File: config.mk
export PLATFORM = sky130hd
export DESIGN_NAME = aal_top
export DESIGN_NICKNAME = d
export VERILOG_FILES = /design/src/verilog/aal_pkg.sv /design/src/verilog/aal_top.sv /design/src/verilog/aal_decode.sv /design/src/verilog/aal_exec.sv
export SDC_FILE = /design/constraint.sdc
export NUM_CORES = 1
export LEC_CHECK = 0
export BUFFER_PORTS_ARGS = -buffer_cell sky130_fd_sc_hd__buf_2
export CORE_UTILIZATION = 25
export CTS_CLUSTER_DIAMETER = 120
export DETAILED_ROUTE_END_ITERATION = 10
export PLACE_DENSITY = 0.43
export SYNTH_ARGS = -nofsm -noshare
export SYNTH_HDL_FRONTEND = slang
export SYNTH_SLANG_ARGS = --single-unit
export TNS_END_PERCENT = 20
File: constraint.sdc
create_clock -name clk -period 3.5 [get_ports clk]
set_input_delay 0.525 -clock clk [delete_from_list [all_inputs] [get_ports clk]]
set_output_delay 0.525 -clock clk [all_outputs]
set_load 0.1 [all_outputs]
File: src/verilog/aal_pkg.sv
// Constants and types for the accumulator ALU operations block
package aal_pkg;

	localparam int AAL_DW = 16;

	// Fixed opcodes and keyed opcode fields
	localparam logic [15:0] AAL_OPC_SHR4 = 16'h8ABA;
	localparam logic [15:0] AAL_OPC_XBYTE = 16'h8A8A;
	localparam logic [15:0] AAL_OPC_XNIB = 16'h8A7A;
	localparam logic [6:0] AAL_KEY_SUB = 7'h5A;
	localparam logic [6:0] AAL_KEY_SUBTRACT_WITH_BORROW_OP = 7'h7A;
	localparam logic [6:0] AAL_KEY_XOR = 7'h3A;
	localparam int AAL_FMT_BIT = 15;
	localparam int AAL_KEY_HI = 14;
	localparam int AAL_KEY_LO = 8;
	localparam int AAL_SHIFT = 4;

	// Register byte offsets
	localparam logic [11:0] AAL_OFS_CTRL = 12'h000;
	localparam logic [11:0] AAL_OFS_FLAGS = 12'h004;
	localparam logic [11:0] AAL_OFS_PFX = 12'h008;
	localparam logic [11:0] AAL_OFS_RESULT = 12'h00C;
	localparam logic [11:0] AAL_OFS_COUNT = 12'h010;
	localparam logic [11:0] AAL_OFS_ERR = 12'h014;

	// Field positions
	localparam int AAL_CTL_EN = 0;
	localparam int AAL_CTL_CNTCLR = 1;
	localparam int AAL_FLG_C = 0;
	localparam int AAL_FLG_S = 1;
	localparam int AAL_FLG_Z = 2;
	localparam int AAL_FLG_OV = 3;
	localparam int AAL_PFX_VLD = 8;
	localparam int AAL_ERR_SRC = 0;
	localparam int AAL_ERR_UNK = 1;

	// Reset values
	localparam logic AAL_EN_RST = 1'b1;
	localparam logic [15:0] AAL_WORD_RST = 16'h0000;
	localparam logic [7:0] AAL_BYTE_RST = 8'h00;
	localparam logic [31:0] AAL_CNT_RST = 32'h0000_0000;

	typedef enum logic [2:0] {
		AAL_OP_NONE,
		AAL_OP_SHR4,
		AAL_OP_SUB,
		AAL_OP_SUBTRACT_WITH_BORROW_OP,
		AAL_OP_XBYTE,
		AAL_OP_XNIB,
		AAL_OP_XOR
	} aal_op_t;

	typedef struct packed {
		logic ov;
		logic z;
		logic s;
		logic c;
	} aal_flags_t;

	typedef struct packed {
		logic valid;
		logic [15:0] opcode;
		logic [15:0] acc;
		logic [15:0] src;
		logic src_wide;
		logic src_is_acc;
	} aal_req_t;

	typedef struct packed {
		logic done;
		logic wr;
		logic err;
		logic [15:0] result;
		aal_flags_t flags;
	} aal_rsp_t;

	typedef struct packed {
		logic [15:0] result;
		aal_flags_t flags;
	} aal_exec_t;

endpackage : aal_pkg

File: src/verilog/aal_top.sv
// Accumulator ALU operations with APB status and control registers
//
// The implementer's own choices: the address map and register access over APB.
`timescale 1ns/1ps
module aal_top #(
	parameter int DATA_W = aal_pkg::AAL_DW
) (
	// Clock and reset
	input wire logic clk,
	input wire logic rst_b,
	// APB slave
	input wire logic psel,
	input wire logic penable,
	input wire logic pwrite,
	input wire logic [11:0] paddr,
	input wire logic [31:0] pwdata,
	output logic [31:0] prdata,
	output logic pready,
	output logic pslverr,
	// Core request
	input wire aal_pkg::aal_req_t req,
	// Prefix load from core
	input wire logic pfx_load,
	input wire logic [7:0] pfx_data,
	// Core answer
	output aal_pkg::aal_rsp_t rsp
);
	import aal_pkg::*;

	if (DATA_W != AAL_DW) begin : g_chk
		$error("aal_top: DATA_W must be 16");
	end

	//////////////////////////////////////////////////////////////////////
	// State

	logic en_r;
	aal_flags_t flags_r;
	aal_flags_t flags_nxt;
	logic [7:0] pfx_r;
	logic [7:0] pfx_nxt;
	logic pfx_vld_r;
	logic pfx_vld_nxt;
	logic [15:0] last_r;
	logic [31:0] cnt_r;
	logic [31:0] cnt_nxt;
	logic err_src_r;
	logic err_unk_r;
	aal_rsp_t rsp_r;
	aal_rsp_t rsp_nxt;

	//////////////////////////////////////////////////////////////////////
	// Decode

	aal_op_t op;
	logic fmt_reg;
	logic src_op;

	aal_decode i_aal_decode (
		.opcode(req.opcode),
		.op(op),
		.fmt_reg(fmt_reg),
		.src_op(src_op)
	);

	//////////////////////////////////////////////////////////////////////
	// Operand selection

	wire logic [7:0] hi_byte_def = fmt_reg ? req.src[15:8] : AAL_BYTE_RST;
	wire logic byte_src = !fmt_reg || !req.src_wide;
	wire logic [7:0] hi_byte = (byte_src && pfx_vld_r) ? pfx_r : hi_byte_def;
	wire logic [7:0] lo_byte = fmt_reg ? req.src[7:0] : req.opcode[7:0];
	wire logic [15:0] operand = (fmt_reg && req.src_wide) ? req.src :
		{hi_byte, lo_byte};

	//////////////////////////////////////////////////////////////////////
	// Execute

	aal_exec_t ex;

	aal_exec i_aal_exec (
		.op(op),
		.acc(req.acc),
		.src(operand),
		.flags_in(flags_r),
		.res(ex)
	);

	wire logic is_ours = op != AAL_OP_NONE;
	wire logic bad_src = src_op && fmt_reg && req.src_is_acc;
	wire logic take = req.valid && en_r;
	wire logic exec_ok = take && is_ours && !bad_src;
	wire logic unk_hit = take && !is_ours;
	wire logic src_hit = take && is_ours && bad_src;

	//////////////////////////////////////////////////////////////////////
	// APB decode

	wire logic apb_acc = psel && penable;
	wire logic apb_wr = apb_acc && pwrite;
	wire logic sel_ctrl = paddr == AAL_OFS_CTRL;
	wire logic sel_flags = paddr == AAL_OFS_FLAGS;
	wire logic sel_pfx = paddr == AAL_OFS_PFX;
	wire logic sel_res = paddr == AAL_OFS_RESULT;
	wire logic sel_cnt = paddr == AAL_OFS_COUNT;
	wire logic sel_err = paddr == AAL_OFS_ERR;
	wire logic mapped = sel_ctrl | sel_flags | sel_pfx | sel_res | sel_cnt |
		sel_err;
	wire logic wr_ctrl = apb_wr && sel_ctrl;
	wire logic wr_flags = apb_wr && sel_flags;
	wire logic wr_pfx = apb_wr && sel_pfx;
	wire logic wr_err = apb_wr && sel_err;
	wire logic cnt_clr = wr_ctrl && pwdata[AAL_CTL_CNTCLR];

	assign pready = 1'b1;
	assign pslverr = apb_acc && !mapped;

	wire logic [31:0] rd_ctrl = {31'h0, en_r};
	wire logic [31:0] rd_flags = {28'h0, flags_r.ov, flags_r.z, flags_r.s,
		flags_r.c};
	wire logic [31:0] rd_pfx = {23'h0, pfx_vld_r, pfx_r};
	wire logic [31:0] rd_res = {16'h0, last_r};
	wire logic [31:0] rd_err = {30'h0, err_unk_r, err_src_r};
	wire logic [31:0] rd_mux = sel_ctrl ? rd_ctrl :
		sel_flags ? rd_flags :
		sel_pfx ? rd_pfx :
		sel_res ? rd_res :
		sel_cnt ? cnt_r :
		sel_err ? rd_err : 32'h0000_0000;

	assign prdata = (psel && !pwrite) ? rd_mux : 32'h0000_0000;

	//////////////////////////////////////////////////////////////////////
	// Next values

	wire aal_flags_t flags_sw = '{ov: pwdata[AAL_FLG_OV], z: pwdata[AAL_FLG_Z],
		s: pwdata[AAL_FLG_S], c: pwdata[AAL_FLG_C]};
	assign flags_nxt = exec_ok ? ex.flags : (wr_flags ? flags_sw : flags_r);

	assign pfx_vld_nxt = pfx_load ? 1'b1 :
		wr_pfx ? pwdata[AAL_PFX_VLD] :
		take ? 1'b0 : pfx_vld_r;
	assign pfx_nxt = pfx_load ? pfx_data :
		wr_pfx ? pwdata[7:0] : pfx_r;

	assign cnt_nxt = cnt_clr ? AAL_CNT_RST :
		exec_ok ? cnt_r + 32'h0000_0001 : cnt_r;

	assign rsp_nxt.done = take;
	assign rsp_nxt.wr = exec_ok;
	assign rsp_nxt.err = take && (!is_ours || bad_src);
	assign rsp_nxt.result = exec_ok ? ex.result : rsp_r.result;
	assign rsp_nxt.flags = flags_nxt;

	assign rsp = rsp_r;

	//////////////////////////////////////////////////////////////////////
	// Registers

	always_ff @(posedge clk or negedge rst_b) begin
		if (!rst_b) begin
			en_r <= AAL_EN_RST;
		end else if (wr_ctrl) begin
			en_r <= pwdata[AAL_CTL_EN];
		end
	end

	always_ff @(posedge clk or negedge rst_b) begin
		if (!rst_b) begin
			flags_r <= '0;
			pfx_r <= AAL_BYTE_RST;
			pfx_vld_r <= 1'b0;
			cnt_r <= AAL_CNT_RST;
		end else begin
			flags_r <= flags_nxt;
			pfx_r <= pfx_nxt;
			pfx_vld_r <= pfx_vld_nxt;
			cnt_r <= cnt_nxt;
		end
	end

	always_ff @(posedge clk or negedge rst_b) begin
		if (!rst_b) begin
			last_r <= AAL_WORD_RST;
		end else if (exec_ok) begin
			last_r <= ex.result;
		end
	end

	// Sticky errors, set wins over clear
	always_ff @(posedge clk or negedge rst_b) begin
		if (!rst_b) begin
			err_src_r <= 1'b0;
			err_unk_r <= 1'b0;
		end else begin
			err_src_r <= src_hit | (err_src_r & !(wr_err & pwdata[AAL_ERR_SRC]));
			err_unk_r <= unk_hit | (err_unk_r & !(wr_err & pwdata[AAL_ERR_UNK]));
		end
	end

	always_ff @(posedge clk or negedge rst_b) begin
		if (!rst_b) begin
			rsp_r <= '0;
		end else begin
			rsp_r <= rsp_nxt;
		end
	end

endmodule : aal_top

File: src/verilog/aal_decode.sv
// Opcode decoder for the accumulator ALU operations
`timescale 1ns/1ps
module aal_decode (
	// Instruction word
	input wire logic [15:0] opcode,
	// Decoded operation
	output aal_pkg::aal_op_t op,
	output logic fmt_reg,
	output logic src_op
);
	import aal_pkg::*;

	wire logic [6:0] key = opcode[AAL_KEY_HI:AAL_KEY_LO];
	wire logic hit_shr4 = opcode == AAL_OPC_SHR4;
	wire logic hit_xbyte = opcode == AAL_OPC_XBYTE;
	wire logic hit_xnib = opcode == AAL_OPC_XNIB;
	wire logic hit_sub = key == AAL_KEY_SUB;
	wire logic hit_subtract_with_borrow_op = key == AAL_KEY_SUBTRACT_WITH_BORROW_OP;
	wire logic hit_xor = key == AAL_KEY_XOR;

	assign op = hit_shr4 ? AAL_OP_SHR4 :
		hit_xbyte ? AAL_OP_XBYTE :
		hit_xnib ? AAL_OP_XNIB :
		hit_sub ? AAL_OP_SUB :
		hit_subtract_with_borrow_op ? AAL_OP_SUBTRACT_WITH_BORROW_OP :
		hit_xor ? AAL_OP_XOR : AAL_OP_NONE;
	assign fmt_reg = opcode[AAL_FMT_BIT];
	assign src_op = hit_sub | hit_subtract_with_borrow_op | hit_xor;

endmodule : aal_decode

File: src/verilog/aal_exec.sv
// Result and flag computation for the accumulator ALU operations
`timescale 1ns/1ps
module aal_exec (
	// Operation and operands
	input wire aal_pkg::aal_op_t op,
	input wire logic [15:0] acc,
	input wire logic [15:0] src,
	input wire aal_pkg::aal_flags_t flags_in,
	// Result
	output aal_pkg::aal_exec_t res
);
	import aal_pkg::*;

	function automatic logic is_zero(input logic [15:0] v);
		is_zero = v == AAL_WORD_RST;
	endfunction : is_zero

	wire logic is_sub = op == AAL_OP_SUB || op == AAL_OP_SUBTRACT_WITH_BORROW_OP;
	wire logic borrow_in = op == AAL_OP_SUBTRACT_WITH_BORROW_OP && flags_in.c;
	wire logic [16:0] diff = {1'b0, acc} - {1'b0, src} - {16'h0000, borrow_in};
	wire logic [15:0] shr4 = {{AAL_SHIFT{acc[15]}}, acc[15:AAL_SHIFT]};
	wire logic [15:0] xbyte = {acc[7:0], acc[15:8]};
	wire logic [15:0] xnib = {acc[11:8], acc[15:12], acc[3:0], acc[7:4]};
	wire logic [15:0] xval = acc ^ src;
	wire logic [15:0] r = is_sub ? diff[15:0] :
		op == AAL_OP_SHR4 ? shr4 :
		op == AAL_OP_XBYTE ? xbyte :
		op == AAL_OP_XNIB ? xnib :
		op == AAL_OP_XOR ? xval : acc;
	wire logic ov_sub = (acc[15] != src[15]) && (r[15] != acc[15]);
	wire logic c_new = is_sub ? diff[16] :
		op == AAL_OP_SHR4 ? acc[AAL_SHIFT - 1] : flags_in.c;
	wire logic upd_s = op != AAL_OP_SHR4 && op != AAL_OP_NONE;
	wire logic upd_z = is_sub || op == AAL_OP_XOR || op == AAL_OP_SHR4;

	assign res.result = r;
	assign res.flags.c = c_new;
	assign res.flags.s = upd_s ? r[15] : flags_in.s;
	assign res.flags.z = upd_z ? is_zero(r) : flags_in.z;
	assign res.flags.ov = is_sub ? ov_sub : flags_in.ov;

endmodule : aal_exec

Word-level counts from Yosys, hierarchy flattened
Cells that the tools add are included.

Flip-flop bits (word level): 67. Bits of input ports: 109. Output and inout bits: 57. Logic and storage cells: 137.

$add $sub $neg: 3. Eq/ne operators: 24. Muxes and demuxes: 36. Bitwise operators: 14. Reductions and logical operators: 46.

Operator list (number): 2-to-1 mux 32 bit (8); 2-to-1 mux 16 bit (6); == test 16 bit, second input constant (3); 2-to-1 mux 8 bit (5); adder 32 x 1 -> 32 bit, second input constant (1); == test 12 x 4 -> 1 bit, second input constant (2); == test 12 x 5 -> 1 bit, second input constant (2); logical AND 1 bit (22); 2-to-1 mux 3 bit (6); subtractor 16 x 16 -> 17 bit (1); subtractor 17 x 1 -> 17 bit (1); logical NOT 16 bit (1); bitwise XOR 16 bit (1); == test 7 bit, second input constant (2); == test 12 x 3 -> 1 bit, second input constant (1); logical NOT 12 bit (1); == test 3 bit, second input constant (3); bitwise OR 1 bit (9); logical NOT 1 bit (8); 2-to-1 mux 1 bit (8); 2-to-1 mux 4 bit (2); AND reduction 2 bit (4); == test 7 x 6 -> 1 bit, second input constant (1); == test 3 x 2 -> 1 bit, second input constant (2); other kinds (9) (23).

Logic depth before layout (Yosys ltp)
Depth in word-level cells: 17. Depth in mapped cells: 19. Depth with buffers taken out: 18.

Modules after synthesis
Synthesis repeated with hierarchy kept, for this count alone.

Cells, all modules: 755. Area total of the unflattened synthesis: 6258.5 um^2.

By module, submodules not included: aal_top (times used 1, cells each 406, area each 3886.2 um^2, sequential area each 1677.9 um^2); aal_exec (times used 1, cells each 333, area each 2245.9 um^2, sequential area each 0.0 um^2); aal_decode (times used 1, cells each 16, area each 126.4 um^2, sequential area each 0.0 um^2).

Worst setup path before layout
No wires, ideal clock.

Path type: input to output. Start: in paddr[9]. End: out prdata[1]. Data arrival time: 6698 ps. Required time: 2975 ps. Setup slack: -3723 ps. Stages: 6. Buffers on the path: 0. Cells stage by stage: or4_1 > or3_1 > nor3_1 > and2_1 > o21ai_0 > a2111oi_0.

Word-level cells in the longest chain between the ends: 8. Elaborated cells between the ends (all ways): 13. Classes of those cells: eq/ne: 5; mux: 7; reduce/logical: 1.

Ends and longest elaborated chain: from (decl) (line aal_top.sv:15) `input wire logic [11:0] paddr,`; == test 12 x 5 -> 1 bit (line aal_top.sv:106) `wire logic sel_err = paddr == AAL_OFS_ERR;`; 2-to-1 mux 2 bit (line aal_top.sv:129) `sel_err ? rd_err : 32'h0000_0000;`; 2-to-1 mux 32 bit (line aal_top.sv:128) `sel_cnt ? cnt_r :`; 2-to-1 mux 32 bit (line aal_top.sv:127) `sel_res ? rd_res :`; 2-to-1 mux 32 bit (line aal_top.sv:126) `sel_pfx ? rd_pfx :`; 2-to-1 mux 32 bit (line aal_top.sv:125) `sel_flags ? rd_flags :`; 2-to-1 mux 32 bit (*) (line aal_top.sv:124) `wire logic [31:0] rd_mux = sel_ctrl ? rd_ctrl :`; 2-to-1 mux 32 bit (*) (line aal_top.sv:131) `assign prdata = (psel && !pwrite) ? rd_mux : 32'h0000_0000;`; to (decl) (line aal_top.sv:17) `output logic [31:0] prdata,`.

Every way passes the cells marked *; elsewhere a longest branch is shown, timed or not.

Worst setup path after layout
Start: in req[48] (netlist name). End: reg rsp_r (netlist bit rsp[2]).

Word-level cells in the longest chain between the ends: 16. Elaborated cells between the ends (all ways): 42. Classes of those cells: add/sub: 1; eq/ne: 13; mux: 13; bitwise: 2; reduce/logical: 13.

Ends and longest elaborated chain: from (decl) (line aal_top.sv:21) `input wire aal_pkg::aal_req_t req,`; parallel branches: the longest is 16 deep, another holds subtractor 17 x 1 -> 17 bit; to (signal assigned) (line aal_top.sv:205) `rsp_r <= rsp_nxt;`; to (decl) (line aal_top.sv:49) `aal_rsp_t rsp_r;`.

Parallel ways; which one is timed is not known. The select of a mux whose other input is x is not followed. A chain may end at the register's enable or synchronous reset.

==> results_dict.tcl <==
set metrics [dict create \
    finalNonFillerCells 1272 \
    slew_headroom_pct 31.5 \
    synth-simple-area-share_pct 25.6 \
    synthMuxAreaShare_pct 5.38 \
    post-route-util_pct 38.4 \
    fmax_mhz 240 \
    synthesis.instances 740 \
    grt_max_degree 43 \
    synth_area_leaders "dfrtp_1, ha_1, o21ai_0" \
    critPathRequiredTime_ns 3.78 \
    finalInstanceArea_um2 8700 \
    cp_data_arrival_time_ns 4.44 \
    clock_latency_ns 0.34 \
    netlist_top_cells_count "nor2_1, o21ai_0, nand2_1" \
    initial_utilization_pct 25.6 \
    synthAdderAreaFrac_pct 7.39 \
    antenna_found_initial 0 \
    crit_path_end_kind "flip-flop" \
    fin_ws_ns -0.661 \
    grt_pass1_vias 6344 \
    placed_cell_area_um2 8200 \
    drive_gt1_share_pct 34.1 \
    grt_pass1_wl_mm 36.1 \
    finClkSkew_ns 0.00523 \
    grt.total_usage_pct 19.7 \
    yosys_warnings 0 \
    io_buffers 141 \
    synth-compound-area-share_pct 21.8 \
    fp.dieH_um 154 \
    dp_hpwl_mm 18.9 \
    hold_class "input port to async pin" \
    clockBufferDepth 2 \
    synth-main-ff-cell "dfrtp_1" \
    period_needed_ns 4.16 \
    viasPerCell 5.07 \
    cts_sinks 67 \
    critPathKind "input port to flip-flop" \
    wirelength_mm 23.1 \
    syn_area_um2 5790 \
    setup-violations-final 13 \
    vias 6445 \
    fillCellCount 2342 \
    cp_common_cell "fa_2" \
    yosysTopAreaCell "dfrtp_1" \
    cts-root-buf "clkbuf_16" \
    yosysSeqAreaShare_pct 29.0 \
    startpoint_type "input port" \
    io_pins 166 \
    synth_cell_type_count 65 \
    crit_slowest_cell "fa_2" \
    power_density_nw_per_um2 289 \
    fin_crit_sh_pct 119 \
    ctsHoldBuffers 0 \
    path_cells "buf_6 -> or4b_4 -> nor3_4 -> nor2b_4 -> o211ai_1 -> fa_2 -> inv_2 -> ha_4 -> nor2_2 -> fa_2 -> nand2_2 -> a31o_4 -> a2111o_1 -> a41oi_2 -> xnor2_1 -> a2bb2oi_2 -> nand4b_1 -> or4_1 -> nand2_1" \
    drv_cap 0 \
    synth.most_common_cell "nor2_1" \
    outcome "finished with violations" \
    synth_nets 882 \
    htreeDepth 3 \
    die_x_um 154 \
    slew_viol_final 0 \
    core_area_um2 22600 \
    synth_top_family_by_area "simple AND/OR/NAND/NOR gates" \
    path_clk_slew_ns 0.06 \
    drtAntennaViolNets 0 \
    cpPeakStageDelay_ns 0.57 \
    critical_path.max_fanout 3 \
    drt_iter0_markers 401 \
    avgRoutedWirePerCell_um 18.2 \
    diodes 0 \
    ir_worst_vdd_mv 0.208 \
    drcViolationCount 0 \
    power.leakage_nw 4.06 \
    area.growth.synth_to_final_pct 50.2 \
    violations "negative setup slack" \
    num-nets-final 1125 \
    synth_top_area_share_pct 28.5 \
    gp_congestion 0.903 \
    synth_xor_area_share_pct 4.84 \
    synth-edff-count 0 \
    placedCellCount 1251 \
    worst_slew_pin_slew_ns 1.03 \
    firstDrtPassIters 6 \
    grt_overflow_total 0 \
    rows 55 \
    holdWs_ns 0.367 \
    postSynthAreaPerCell_um2 7.82 \
    rsz0062_at_grt "true" \
    ys_ff_latch 67 \
    dieArea_um2 23800 \
    tritoncts "yes" \
    hold_viol 0 \
    cts_buffers 9 \
    async_flop_share_pct 100 \
]
flip-flops by register name (all words and copies together), names as in the netlist:
register / flops
last_r: 16
err_src_r: 1
pfx_r: 8
err_unk_r: 1
en_r: 1
rsp: 6
pfx_vld_r: 1
cnt_r: 32
flags_r: 1
metrics by stage:
| stage | TNS [ns] | total power, mW | worst slack [ns] |
|---|---|---|---|
| after floorplan | -13.27 | 1.19 | -0.975 |
| after global placement | -10.59 | 1.54 | -1.07 |
| after detailed placement | -11.63 | 1.54 | -1.11 |
| after CTS | -4.17 | 2.50 | -0.667 |
| after global routing | -6.48 | 2.64 | -0.868 |
| final | -3.83 | 2.51 | -0.661 |
routing by layer:
layer | share of wire [%] | track usage [%] | vias up
li1 | - | - | 3166
met1 | 46 | 25.9 | 3057
met2 | 48 | 34.3 | 194
met3 | 4.5 | 2.07 | 28
met4 | 1.8 | 5.52 | 0
met5 | 0 | 0 | -
power breakdown:
group          switching (mW)  internal (mW)
sequential             0.0145          0.784
combinational           0.415          0.379
clock                   0.336          0.586
total                   0.766           1.75
critical path: cells and delay by family:
family	cells	cell delay, ns
AO/OA/AOI/OAI	5	1.13
adder cells (fa/ha/maj)	3	0.93
buffers and inverters	2	0.14
AND/OR/NAND/NOR	8	1.60
XOR/XNOR	1	0.10
what timing repair did:
item / 4_1_cts / 5_1_grt
pin swaps: 20 / 14
setup buffers: 5 / 2
cloned: 0 / 0
setup endpoints to repair: 16 / 21
gates resized for setup: 16 / 16
area by class of cell:
type	count	area (um2)	area share, %
multi-input cells	584	4020	46.2
repair buffers	267	2140	24.6
flip-flops and latches	67	1680	19.3
well taps	285	357	4.10
clock buffers	13	260	2.99
inverters	54	203	2.33
clock inverters	2	35.0	0.403
cell usage in the layout, fill, tap and decap left out, drive strengths merged, types with 6 or more instances in the layout:
cell / count
o21ai: 70
a21o: 8
and3: 12
a22oi: 13
and4: 6
xor2: 18
o31ai: 6
and2: 19
mux2: 9
mux2i: 21
or3: 17
a22o: 11
ha: 31
a211oi: 8
dfrtp: 66
xnor2: 14
nor2: 70
a21oi: 48
nor3: 18
nand2: 68
buf: 267
clkbuf: 13
or4: 8
inv: 54
nand4: 14
nand3: 18
worst paths after layout:
path / start / to / slack [ns] / cells after the start
min reg2reg: err_unk_r / err_unk_r / 0.49 / 2
min: rst_b / pfx_r[6] / 0.37 / 1
max: req[48] / rsp[2] / -0.66 / 19
max in group asynchronous: rst_b / last_r[15] / 2.34 / 2
min in group clk: pfx_data[6] / pfx_r[6] / 0.39 / 3
max reg2reg: pfx_vld_r / rsp[2] / 0 / 14
logic make-up after synthesis:
kind of cell,Yosys count
other,1
AND/OR/NAND/NOR,286
buffers and inverters,89
adder cells (fa/ha/maj),33
XOR/XNOR,32
AO/OA/AOI/OAI,202
flip-flops,67
multiplexers,30
No activity file was read; power rests on OpenSTA's default activity.
